`config.mk`:
```
export PLATFORM = sky130hd
export DESIGN_NAME = cap_sense_channel_select
export DESIGN_NICKNAME = d
export VERILOG_FILES = /design/src/sense_pkg.sv /design/src/level_sync.sv /design/src/channel_decoder.sv /design/src/cap_sense_channel_select.sv
export SDC_FILE = /design/constraint.sdc
export NUM_CORES = 1
export LEC_CHECK = 0
export BUFFER_PORTS_ARGS = -buffer_cell sky130_fd_sc_hd__buf_2
export CAP_MARGIN = 40
export CORE_ASPECT_RATIO = 2
export CORE_MARGIN = 4
export CORE_UTILIZATION = 37
export CTS_CLUSTER_DIAMETER = 80
export DETAILED_ROUTE_END_ITERATION = 12
export PLACE_DENSITY = 0.84
export SKIP_CTS_REPAIR_TIMING = 1
export SYNTH_ARGS = -nofsm -noshare
export SYNTH_HDL_FRONTEND = slang
export SYNTH_HIERARCHICAL = 1
export SYNTH_SLANG_ARGS = --single-unit
```
`constraint.sdc`:
```
create_clock -name clk -period 1.09 [get_ports clk]
set_input_delay 0.218 -clock clk [delete_from_list [all_inputs] [get_ports clk]]
set_output_delay 0.218 -clock clk [all_outputs]
set_load 0.01 [all_outputs]
```
`src/sense_pkg.sv`:
```
/*
  Shared constants and types for the capacitive sense channel select block:
  register offsets, field positions, reset values and the packed carriers.
  Assumes a 32-bit APB slave with byte addresses and one word per register.
*/

`default_nettype none

package sense_pkg;

  ////////////////////////////////////////////////////////////////////////////
  // Register map
  localparam logic [7:0] ADDR_SENSE_CONTROL = 8'h00;
  localparam logic [7:0] ADDR_SENSE_CHANNEL = 8'h04;
  localparam int ADDR_W = 8;
  localparam int DATA_W = 32;

  ////////////////////////////////////////////////////////////////////////////
  // Field positions in sense_control_reg
  localparam int CTRL_ENABLE_BIT = 7;
  localparam int CTRL_RANGE_HI = 3;
  localparam int CTRL_RANGE_LO = 2;
  localparam int CTRL_DIR_BIT = 1;
  localparam int CTRL_TMR_SEL_BIT = 0;

  // Field positions in sense_channel_reg
  localparam int CHAN_HI = 3;
  localparam int CHAN_LO = 0;

  ////////////////////////////////////////////////////////////////////////////
  // Sizes and reset values
  localparam int NUM_CHANNELS = 12;
  localparam int CHAN_W = 4;
  localparam logic [1:0] RANGE_OFF = 2'h0;
  localparam logic [3:0] CHANNEL_RESET = 4'h0;
  localparam logic [1:0] RANGE_RESET = 2'h0;
  localparam logic ENABLE_RESET = 1'b0;
  localparam logic TMR_SEL_RESET = 1'b0;

  ////////////////////////////////////////////////////////////////////////////
  // Carriers
  typedef struct packed {
    logic module_enable;
    logic [1:0] osc_range;
    logic timer_ext_clk_select;
  } control_t;

  typedef struct packed {
    logic psel;
    logic penable;
    logic pwrite;
    logic [ADDR_W-1:0] paddr;
    logic [DATA_W-1:0] pwdata;
  } apb_req_t;

  typedef struct packed {
    logic osc_enable;
    logic [1:0] osc_range;
    logic timer_clk_from_osc;
  } osc_ctrl_t;

endpackage : sense_pkg

`default_nettype wire

```
`src/level_sync.sv`:
```
/*
  Two-flop synchroniser for a single level from outside the clock domain.
  Assumes the input changes slowly compared with the clock.
*/
`timescale 1ns/1ps
`default_nettype none

module level_sync (
  input wire logic clk,
  input wire logic sys_rst,
  input wire logic async_in,
  output logic sync_out
);

  logic meta;

  // The first stage feeds only the second stage
  always_ff @(posedge clk) begin
    if (sys_rst) begin
      meta <= 1'b0;
      sync_out <= 1'b0;
    end else begin
      meta <= async_in;
      sync_out <= meta;
    end
  end

endmodule : level_sync

`default_nettype wire

```
`src/channel_decoder.sv`:
```
/*
  Registered one-hot decoder from a binary channel index to sense pin selects.
  Assumes index and enable come from logic on the same clock.
*/
`timescale 1ns/1ps
`default_nettype none

module channel_decoder #(
  parameter int NUM_CHANNELS = sense_pkg::NUM_CHANNELS,
  parameter int CHAN_W = sense_pkg::CHAN_W
) (
  input wire logic clk,
  input wire logic sys_rst,
  input wire logic enable,
  input wire logic [CHAN_W-1:0] index,
  output logic [NUM_CHANNELS-1:0] pin_select
);

  genvar g;
  generate
    for (g = 0; g < NUM_CHANNELS; g++) begin : g_pin
      // Codes beyond the last channel match no pin, so reserved codes connect nothing
      always_ff @(posedge clk) begin
        if (sys_rst) begin
          pin_select[g] <= 1'b0;
        end else begin
          pin_select[g] <= enable && (index == CHAN_W'(g));
        end
      end
    end
  endgenerate

endmodule : channel_decoder

`default_nettype wire

```
`src/cap_sense_channel_select.sv`:
```
/*
  Capacitive sense channel select: APB register file with the sense control
  and channel registers, the one-hot sense pin selection, the oscillator
  control outputs and the timer clock source steering.
  Assumes a single 100 MHz clock, a synchronous active-high reset and an
  oscillator direction level that arrives from the analog side unsynchronised.
*/
`timescale 1ns/1ps
`default_nettype none

module cap_sense_channel_select #(
  parameter int NUM_CHANNELS = sense_pkg::NUM_CHANNELS,
  parameter int CHAN_W = sense_pkg::CHAN_W
) (
  input wire logic clk,
  input wire logic sys_rst,
  input wire logic psel,
  input wire logic penable,
  input wire logic pwrite,
  input wire logic [sense_pkg::ADDR_W-1:0] paddr,
  input wire logic [sense_pkg::DATA_W-1:0] pwdata,
  output logic [sense_pkg::DATA_W-1:0] prdata,
  output logic pready,
  output logic pslverr,
  input wire logic osc_direction_raw,
  input wire logic timer_clock_source,
  output logic [NUM_CHANNELS-1:0] sense_pin_select,
  output sense_pkg::osc_ctrl_t osc_ctrl
);

  ////////////////////////////////////////////////////////////////////////////
  // Address decode, shared by the write and read paths

  function automatic logic is_control(input logic [sense_pkg::ADDR_W-1:0] a);
    is_control = (a == sense_pkg::ADDR_SENSE_CONTROL);
  endfunction : is_control

  function automatic logic is_channel(input logic [sense_pkg::ADDR_W-1:0] a);
    is_channel = (a == sense_pkg::ADDR_SENSE_CHANNEL);
  endfunction : is_channel

  ////////////////////////////////////////////////////////////////////////////
  // Bus request carrier

  sense_pkg::apb_req_t req;
  logic setup_phase;
  logic access_done;
  logic mapped;

  assign req = '{psel: psel, penable: penable, pwrite: pwrite,
                 paddr: paddr, pwdata: pwdata};
  assign setup_phase = req.psel && !req.penable;
  // pready is raised on the first access cycle, so a transfer takes two cycles
  assign access_done = req.psel && req.penable && pready;
  assign mapped = is_control(req.paddr) || is_channel(req.paddr);

  ////////////////////////////////////////////////////////////////////////////
  // Registers

  sense_pkg::control_t control;
  logic [CHAN_W-1:0] channel_index;
  logic osc_direction;

  // Writes land only at the completing edge of the access phase
  always_ff @(posedge clk) begin
    if (sys_rst) begin
      control.module_enable <= sense_pkg::ENABLE_RESET;
      control.osc_range <= sense_pkg::RANGE_RESET;
      control.timer_ext_clk_select <= sense_pkg::TMR_SEL_RESET;
    end else if (access_done && req.pwrite && is_control(req.paddr)) begin
      control.module_enable <= req.pwdata[sense_pkg::CTRL_ENABLE_BIT];
      control.osc_range <= req.pwdata[sense_pkg::CTRL_RANGE_HI:sense_pkg::CTRL_RANGE_LO];
      control.timer_ext_clk_select <= req.pwdata[sense_pkg::CTRL_TMR_SEL_BIT];
    end
  end

  // Reserved codes are stored as written; the decoder maps them to no pin
  always_ff @(posedge clk) begin
    if (sys_rst) begin
      channel_index <= sense_pkg::CHANNEL_RESET;
    end else if (access_done && req.pwrite && is_channel(req.paddr)) begin
      channel_index <= req.pwdata[sense_pkg::CHAN_HI:sense_pkg::CHAN_LO];
    end
  end

  ////////////////////////////////////////////////////////////////////////////
  // Oscillator direction from the analog side

  logic direction_sync;

  level_sync u_dir_sync (
    .clk(clk),
    .sys_rst(sys_rst),
    .async_in(osc_direction_raw),
    .sync_out(direction_sync)
  );

  // A stopped oscillator neither sources nor sinks, so the bit reads low then
  always_ff @(posedge clk) begin
    if (sys_rst) begin
      osc_direction <= 1'b0;
    end else begin
      osc_direction <= osc_ctrl.osc_enable && direction_sync;
    end
  end

  ////////////////////////////////////////////////////////////////////////////
  // Read data and bus answer

  logic [sense_pkg::DATA_W-1:0] next_prdata;

  always_comb begin
    next_prdata = '0;
    if (is_control(req.paddr)) begin
      next_prdata[sense_pkg::CTRL_ENABLE_BIT] = control.module_enable;
      next_prdata[sense_pkg::CTRL_RANGE_HI:sense_pkg::CTRL_RANGE_LO] = control.osc_range;
      next_prdata[sense_pkg::CTRL_DIR_BIT] = osc_direction;
      next_prdata[sense_pkg::CTRL_TMR_SEL_BIT] = control.timer_ext_clk_select;
    end else if (is_channel(req.paddr)) begin
      next_prdata[sense_pkg::CHAN_HI:sense_pkg::CHAN_LO] = channel_index;
    end
  end

  // Read data is captured in the setup cycle and held through the access
  always_ff @(posedge clk) begin
    if (sys_rst) begin
      prdata <= '0;
    end else if (setup_phase) begin
      prdata <= req.pwrite ? '0 : next_prdata;
    end
  end

  // One wait-free access cycle: pready stands for exactly that cycle
  always_ff @(posedge clk) begin
    if (sys_rst) begin
      pready <= 1'b0;
      pslverr <= 1'b0;
    end else begin
      pready <= setup_phase;
      pslverr <= setup_phase && !mapped;
    end
  end

  ////////////////////////////////////////////////////////////////////////////
  // Sense pin selection

  channel_decoder #(
    .NUM_CHANNELS(NUM_CHANNELS),
    .CHAN_W(CHAN_W)
  ) u_decoder (
    .clk(clk),
    .sys_rst(sys_rst),
    .enable(control.module_enable),
    .index(channel_index),
    .pin_select(sense_pin_select)
  );

  ////////////////////////////////////////////////////////////////////////////
  // Oscillator and timer clock steering

  // Range is forced off while the module is disabled so no current flows
  always_ff @(posedge clk) begin
    if (sys_rst) begin
      osc_ctrl.osc_enable <= 1'b0;
      osc_ctrl.osc_range <= sense_pkg::RANGE_OFF;
    end else begin
      osc_ctrl.osc_enable <= control.module_enable &&
                             (control.osc_range != sense_pkg::RANGE_OFF);
      osc_ctrl.osc_range <= control.module_enable ? control.osc_range
                                                  : sense_pkg::RANGE_OFF;
    end
  end

  // Only matters while the timer itself is set to an external clock
  always_ff @(posedge clk) begin
    if (sys_rst) begin
      osc_ctrl.timer_clk_from_osc <= 1'b0;
    end else begin
      osc_ctrl.timer_clk_from_osc <= timer_clock_source &&
                                     control.timer_ext_clk_select;
    end
  end

endmodule : cap_sense_channel_select

`default_nettype wire

```
==> metrics.log, run 1 <==
INFO  metric report.final.setup_viol = 4
INFO  metric synth_enable_flop_cells = 0
INFO  metric p_leak = 0.8359 nW
INFO  metric part_of_the_yosys_area_used_for_sequential_elements = 48.36%
INFO  metric clk_latency = 0.28 ns
INFO  metric worst_r2r_startpoint = pready$_SDFF_PP0_
INFO  metric skew_final = 0.004192 ns
INFO  metric min_from = osc_direction_raw
INFO  metric peak_ir_drop_on_the_vdd_network = 0.0008971 V
INFO  metric cts.htree.levels = 2
INFO  metric chipHeight = 95.23 µm
INFO  metric critical_path.slowest_cell = dfxtp_2
INFO  metric clock-sinks = 34
INFO  metric crit_path_end_kind = flop
INFO  metric clockRootBuffer = clkbuf_8
INFO  metric final.period_utilization = 103.6%
INFO  metric drt-vias-per-instance = 4.196
INFO  metric initial_utilization = 38.61%
INFO  metric achievable-frequency = 885.2 MHz
INFO  metric 1st_pass_router_iterations = 4
INFO  metric critical_path_arrival = 1.34 ns
INFO  metric p_per_area = 1349 nW/µm²
INFO  metric cp_num_buf_inv = 0
INFO  metric coreArea = 3646 µm²
INFO  metric share_of_synthesized_registers_carrying_an_async_set_or_reset = 0%
INFO  metric synthTopCellsByCount = dfxtp_1 (34), buf_4 (27), nand2b_1 (16)
INFO  metric final_critical_path_setup_slack = -0.03965 ns
INFO  metric synthDistinctLibCells = 25
INFO  metric final_design_area_no_fill = 1733 µm²
INFO  metric synthTopCellsByArea = dfxtp_1 (48%), buf_4 (14%), mux2i_1 (8.5%)
INFO  metric cts_tree = built
INFO  metric grt_pass1_vias = 961
INFO  metric tritoncts.num_buffers = 5
INFO  metric critPathRequiredTime = 1.30 ns
INFO  metric die_w = 51.62 µm
INFO  metric drv_cap = 0
INFO  metric syn_area_per_cell = 10.43 µm²
INFO  metric worst-setup-path-type = reg -> reg
INFO  metric numPortBuffers = 42
INFO  metric whs_path_depth = 2
INFO  metric grt_util_all_layers = 12.00%
INFO  metric hpwlAfterDp = 2.176 mm
INFO  metric finalHoldWorstSlack = 0.1429 ns
INFO  metric slew_viol_final = 0
INFO  metric worst_setup_path_start_kind = flop
INFO  metric routed_wire_length_per_instance = 11.21 µm
INFO  metric design.portCount = 97
INFO  metric antenna_left = 0
INFO  metric worst-path-max-fanout = 4
INFO  metric detailed_place.area = 1629 µm²
INFO  metric remaining_drc_errors = 0
INFO  metric min_path_type = in -> reg
INFO  metric num-fill-cells = 372
INFO  metric violated_checks = setup timing
INFO  metric chain_of_cells_forming_the_critical_path = and4_4 -> and4b_2 -> mux2i_1
INFO  metric synth_top_area_share = 48.36%
INFO  metric synth_most_common_cell = dfxtp_1
INFO  metric fp-row-count = 31
INFO  metric cts_max_path_buffers = 2
INFO  metric netlist_instances = 135
INFO  metric report.final.hold_viol_count = 0
INFO  metric clk_pin_slew_worst_paths = 0.07 ns
INFO  metric grt_overflow_total = 0
INFO  metric critPathMaxStageDelay = 0.32 ns
INFO  metric ys.warnings.count = 6
INFO  metric antenna-diode-count = 0
INFO  metric global_route_wire_length_before_repair = 4.140 mm
INFO  metric gp_routability_congestion = 0.7027
INFO  metric setup.worst_path.start = pready$_SDFF_PP0_
INFO  metric outcome = finished with violations
INFO  metric netlist.top_cell.by_area = dfxtp_1
INFO  metric cp_top_family = simple AND/OR/NAND/NOR gates
INFO  metric layout_min_cycle_time = 1.130 ns
INFO  metric drive_above_1_share = 36.65%
INFO  metric detailedRoute.firstIterationViolations = 9
INFO  metric worst-r2r-cell-count = 3
INFO  metric grt_setup_unrepaired = true
INFO  metric synth_area = 1408 µm²
INFO  metric layout_area_growth_over_synthesis = 23.11%
INFO  metric synth-seq-cells = 34
INFO  metric crit_cells = 3
INFO  metric design.die.area = 4915 µm²
INFO  metric layout.nets = 237
INFO  metric totalWireLength = 2.690 mm
INFO  metric number_of_antenna_violations_at_the_first_check_in_global_routing = 0
INFO  metric num_vias = 1007
INFO  metric grt_start_max_net_pins = 11
INFO  metric dominantRegCellSynth = dfxtp_1
## worst paths after layout
kind | end | slack (ns)
setup / recovery | control[0]$_SDFFE_PP0P_ | -0.04
hold / removal | u_dir_sync/meta$_SDFF_PP0_ | 0.14
setup reg to reg | control[0]$_SDFFE_PP0P_ | -0.04
hold reg to reg | osc_direction$_SDFF_PP0_ | 0.42
## layout make-up
cell class                      count  area (µm²)  area share, %
Timing Repair Buffer               52       285.3          16.46
Clock buffer                        7       86.33          4.982
Tap cell                           49       61.31          3.538
Inverter                            4       15.01         0.8664
Clock inverter                      1       5.005         0.2888
Sequential cell                    34       681.9          39.35
Multi-Input combinational cell     93       598.1          34.51
## power by group
group          total, mW  leakage (nW)  internal [mW]  switching (mW)
registers           1.25         0.275           1.25         0.00155
logic              0.154         0.513         0.0626          0.0917
clock network      0.933        0.0482          0.509           0.424
## registers in the layout (all words and copies together) (netlist names)
signal,flops
control,4
u_decoder/pin_select,12
prdata,5
u_dir_sync/sync_out,1
channel_index,4
pready,1
pslverr,1
u_dir_sync/meta,1
osc_ctrl,4
osc_direction,1
## worst reg2reg max path, stage by stage, from the launching register on
cell and delay [ns]:
dfxtp_2 0.32, and4_4 0.21, and4b_2 0.32, mux2i_1 0.22
## metrics by stage
stage	setup WS (ns)	utilization, %	std cells	power [mW]	setup TNS, ns
global route	-0.1013	47.53	240	2.435	-0.3466
detailed placement	-0.2682	44.68	232	1.431	-2.621
CTS	-0.1318	47.19	240	2.362	-0.4145
finish	-0.03965	47.53	240	2.337	-0.06026
floorplan	-0.01322	-	161	1.433	-0.05288
global placement	-0.2373	44.68	232	1.429	-2.213
## placed cells by master, fill, tap and decap left out, drive strengths merged
| master | Yosys | routed |
|---|---|---|
| or4b | 1 | 1 |
| mux2i | 12 | 12 |
| clkinv | 0 | 1 |
| and4 | 1 | 1 |
| dfxtp | 34 | 34 |
| nand4 | 1 | 1 |
| and4b | 1 | 1 |
| o2bb2ai | 5 | 5 |
| a21boi | 1 | 1 |
| nand4bb | 2 | 2 |
| nor3b | 1 | 1 |
| buf | 28 | 52 |
| nand4b | 1 | 1 |
| nor3 | 4 | 4 |
| nand2 | 2 | 2 |
| nor2 | 13 | 13 |
| nor2b | 2 | 2 |
| nor4 | 1 | 1 |
| nand2b | 16 | 16 |
| conb | 1 | 27 |
| a21oi | 2 | 2 |
| clkbuf | 2 | 7 |
| inv | 4 | 4 |
## metal layers
metal / part of all wire, % / routed length, µm / global-route usage, %
met4: 4.3 / 117 / 10.07
met3: 8.1 / 217 / 3.286
met5: 0 / 0 / 0
met1: 32 / 855 / 10.18
met2: 56 / 1499 / 21.91
## cell families after synthesis
logic type / synth area share (%)
other cells: 0.2664
buf+inv: 16.89
compound gates: 4.356
simple gates: 21.60
mux: 8.534
flops: 48.36
Power figures use the tool's default switching activity.
==> run 2: changes to the inputs <==
--- a/config.mk
+++ b/config.mk
@@ -5,6 +5,7 @@
 export SDC_FILE = /design/constraint.sdc
 export NUM_CORES = 1
 export LEC_CHECK = 0
+export ABC_AREA = 1
 export BUFFER_PORTS_ARGS = -buffer_cell sky130_fd_sc_hd__buf_2
 export CAP_MARGIN = 40
 export CORE_ASPECT_RATIO = 2
@@ -12,7 +13,7 @@
 export CORE_UTILIZATION = 37
 export CTS_CLUSTER_DIAMETER = 80
 export DETAILED_ROUTE_END_ITERATION = 12
-export PLACE_DENSITY = 0.84
+export PLACE_DENSITY = 0.83
 export SKIP_CTS_REPAIR_TIMING = 1
 export SYNTH_ARGS = -nofsm -noshare
 export SYNTH_HDL_FRONTEND = slang
==> run 2 against run 1 <==
Net effect: setup slack better by 0.064 ns; register-to-register slack better by 0.06 ns; global-route usage up 0.60 points; first-iteration DRC count up 56%; design area up 4.5%; die area up 1.6%; clock power down 2%; critical path type unchanged; sequential share of layout area down 1.7 points; sequential power about the same; the flow now finishes without violations; via count up 21%; non-clock buffer count down 1; synthesized cell count up 36%.
==> metrics.log, run 2 <==
INFO  metric critPathMaxStageDelay = 0.33 ns (about the same)
INFO  metric detailedRoute.firstIterationViolations = 14 (+5)
INFO  metric worst_setup_path_start_kind = flop
INFO  metric dominantRegCellSynth = dfxtp_1
INFO  metric layout_common_cells = buf_2 (42), nand2_1 (39), dfxtp_1 (33)
INFO  metric p_leak = 0.9180 nW (+9.8%)
INFO  metric grt_start_max_net_pins = 14 (+3)
INFO  metric worst-setup-path-type = reg -> reg
INFO  metric synthDistinctLibCells = 17 (-32%)
INFO  metric synth-seq-cells = 34 (unchanged)
INFO  metric drt-vias-per-instance = 4.233 (+0.88%)
INFO  metric syn_area_per_cell = 7.835 µm² (-25%)
INFO  metric netlist_instances = 183 (+36%)
INFO  metric critical_path.slowest_cell = dfxtp_2
INFO  metric outcome = finished, final reports clean
INFO  metric grt_pass1_vias = 1107 (+15%)
INFO  metric part_of_the_yosys_area_used_for_sequential_elements = 47.47% (-0.89 points)
INFO  metric antenna_left = 0 (unchanged)
INFO  metric report.final.hold_viol_count = 0 (unchanged)
INFO  metric cp_top_family = simple AND/OR/NAND/NOR gates
INFO  metric worst_r2r_startpoint = pready$_SDFF_PP0_
INFO  metric critical_path_arrival = 1.28 ns (-0.06 ns)
INFO  metric grt_overflow_total = 0 (unchanged)
INFO  metric synthTopCellsByCount = nand2_1 (40), dfxtp_1 (34), buf_4 (27)
INFO  metric clock-sinks = 34 (unchanged)
INFO  metric drive_above_1_share = 32.22% (-4.4 points)
INFO  metric detailed_place.area = 1650 µm² (+1.3%)
INFO  metric critPathRequiredTime = 1.31 ns (about the same)
INFO  metric synth_most_common_cell = nand2_1
INFO  metric die_w = 52.02 µm (+0.78%)
INFO  metric largest_reg_flops = 12 (unchanged)
INFO  metric achievable-frequency = 938.1 MHz (+6.0%)
INFO  metric clockRootBuffer = clkbuf_8
INFO  metric leading_cell_type_in_the_layout_fill_and_taps_excluded = buf_2
INFO  metric initial_utilization = 38.91% (+0.31 points)
INFO  metric grt_setup_unrepaired = true
INFO  metric global_route_wire_length_before_repair = 4.505 mm (+8.8%)
INFO  metric peak_ir_drop_on_the_vdd_network = 0.0008308 V (-7.4%)
INFO  metric tritoncts.num_buffers = 5 (unchanged)
INFO  metric num_vias = 1219 (+21%)
INFO  metric numPortBuffers = 42 (unchanged)
INFO  metric cts.htree.levels = 2 (unchanged)
INFO  metric report.final.setup_viol = 0 (-4)
INFO  metric skew_final = 0.006440 ns (+0.002248 ns)
INFO  metric synth_top_area_share = 47.47% (-0.89 points)
INFO  metric final.period_utilization = 97.80% (-5.8 points)
INFO  metric drv_cap = 0 (unchanged)
INFO  metric layout_min_cycle_time = 1.066 ns (-0.06362 ns)
INFO  metric ys.warnings.count = 6 (unchanged)
INFO  metric fp-row-count = 31 (unchanged)
INFO  metric min_from = osc_direction_raw
INFO  metric hpwlAfterDp = 2.294 mm (+5.4%)
INFO  metric design.portCount = 97 (unchanged)
INFO  metric final_core_utilization = 49.17% (+1.6 points)
INFO  metric slew_viol_final = 0 (unchanged)
INFO  metric coreArea = 3685 µm² (+1.1%)
INFO  metric grt_util_all_layers = 12.60% (+0.60 points)
INFO  metric finalSetupTns = 0 ns (+0.06026 ns)
INFO  metric number_of_antenna_violations_at_the_first_check_in_global_routing = 0 (unchanged)
INFO  metric p_per_area = 1282 nW/µm² (-5.0%)
INFO  metric final_design_area_no_fill = 1812 µm² (+4.5%)
INFO  metric cp_num_buf_inv = 1 (+1)
INFO  metric cts_max_path_buffers = 2 (unchanged)
INFO  metric 1st_pass_router_iterations = 2 (-2)
INFO  metric remaining_drc_errors = 0 (unchanged)
INFO  metric design.die.area = 4996 µm² (+1.6%)
INFO  metric layout_area_growth_over_synthesis = 26.35%
INFO  metric gp_routability_congestion = 0.7531 (+7.2%)
INFO  metric synthTopCellsByArea = dfxtp_1 (47%), buf_4 (14%), nand2_1 (10%)
INFO  metric crit_path_end_kind = flop
INFO  metric share_of_synthesized_registers_carrying_an_async_set_or_reset = 0% (unchanged)
INFO  metric antenna-diode-count = 0 (unchanged)
INFO  metric dp_cells = 278 (+20%)
INFO  metric worst-path-max-fanout = 7 (+3)
INFO  metric netlist.top_cell.by_area = dfxtp_1
INFO  metric synth_area = 1434 µm² (+1.9%)
INFO  metric cts_tree = built
INFO  metric routed_wire_length_per_instance = 9.833 µm (-12%)
INFO  metric min_path_type = in -> reg
INFO  metric clk_pin_slew_worst_paths = 0.07 ns (about the same)
INFO  metric largestRegisters = u_decoder/pin_select: 12 flops, prdata: 5 flops
INFO  metric chain_of_cells_forming_the_critical_path = nand2_2 -> nor2_4 -> buf_6 -> nand3_2 -> a21oi_2
INFO  metric post_layout_nonfiller_instances = 288 (+20%)
INFO  metric largest-register = u_decoder/pin_select
INFO  metric layout.nets = 285 (+20%)
INFO  metric totalWireLength = 2.832 mm (+5.3%)
INFO  metric chipHeight = 96.04 µm (+0.85%)
INFO  metric num-fill-cells = 359 (-3.5%)
INFO  metric clk_latency = 0.28 ns (about the same)
INFO  metric setup.worst_path.start = pready$_SDFF_PP0_
INFO  metric synth_enable_flop_cells = 0 (unchanged)
==> run 2: cell types whose count changed after synthesis, sizes merged, moves of 2 or more <==
cell | previous run | this run
nand3 | 0 | 11
inv | 4 | 16
nor3 | 4 | 1
o21ai | 0 | 2
nand4bb | 2 | 0
mux2i | 12 | 0
o2bb2ai | 5 | 0
nor2 | 13 | 31
nand2b | 16 | 0
nor2b | 2 | 0
nand2 | 2 | 43
a21oi | 2 | 14
==> run 2: path summary, 6_finish.rpt <==
path	end	slack, ns	cells past startpoint
setup / recovery	channel_index[3]$_SDFFE_PP0P_	0.02	5
hold / removal	u_dir_sync/meta$_SDFF_PP0_	0.14	3
setup reg to reg	channel_index[3]$_SDFFE_PP0P_	0.02	5
hold reg to reg	u_dir_sync/sync_out$_SDFF_PP0_	0.40	2
==> run 2: metal layers <==
layer / up-vias / wire length, µm / global-route usage (%)
li1: 618 / - / -
met1: 542 / 879 / 10.33
met2: 50 / 1597 / 23.42
met3: 9 / 244 / 4.651
met4: 0 / 110 / 8.753
met5: - / 0 / 0
==> run 2: cells by family after synthesis <==
kind of cell,Yosys count,share of synthesized area (%)
buffers and inverters,45,18.85
other,1,0.2615
AND/OR/NAND/NOR,87,27.84
flip-flops,34,47.47
AO/OA/AOI/OAI,16,5.585
==> run 2: power breakdown <==
group          leakage, nW  switching (mW)  internal, mW
logic                0.595           0.107        0.0471
clock network       0.0482           0.409         0.508
registers            0.275         0.00203          1.25
==> run 2: cell type report <==
class | instances | area [µm²] | share of cell area (%)
sequential | 34 | 681.9 | 37.64
multi-input combinational | 130 | 628.1 | 34.67
timing repair buffer | 51 | 289.0 | 15.95
clock buffer | 7 | 86.33 | 4.765
tap | 49 | 61.31 | 3.384
inverter | 16 | 60.06 | 3.315
clock inverter | 1 | 5.005 | 0.2762
==> run 2: worst min-delay path: stages <==
cell	delay [ns]
buf_2	0.07
inv_1	0.03
nor2_1	0.06
==> run 2: per-stage QoR <==
stage | total power, mW | hold slack, ns | setup WS (ns)
floorplan | 1.436 | 0.2892 | 0.06811
global placement | 1.421 | 0.3910 | -0.1091
detailed placement | 1.422 | 0.3983 | -0.1165
CTS | 2.350 | 0.1279 | -0.01321
global route | 2.428 | 0.1595 | -0.05095
finish | 2.322 | 0.1370 | 0.02397
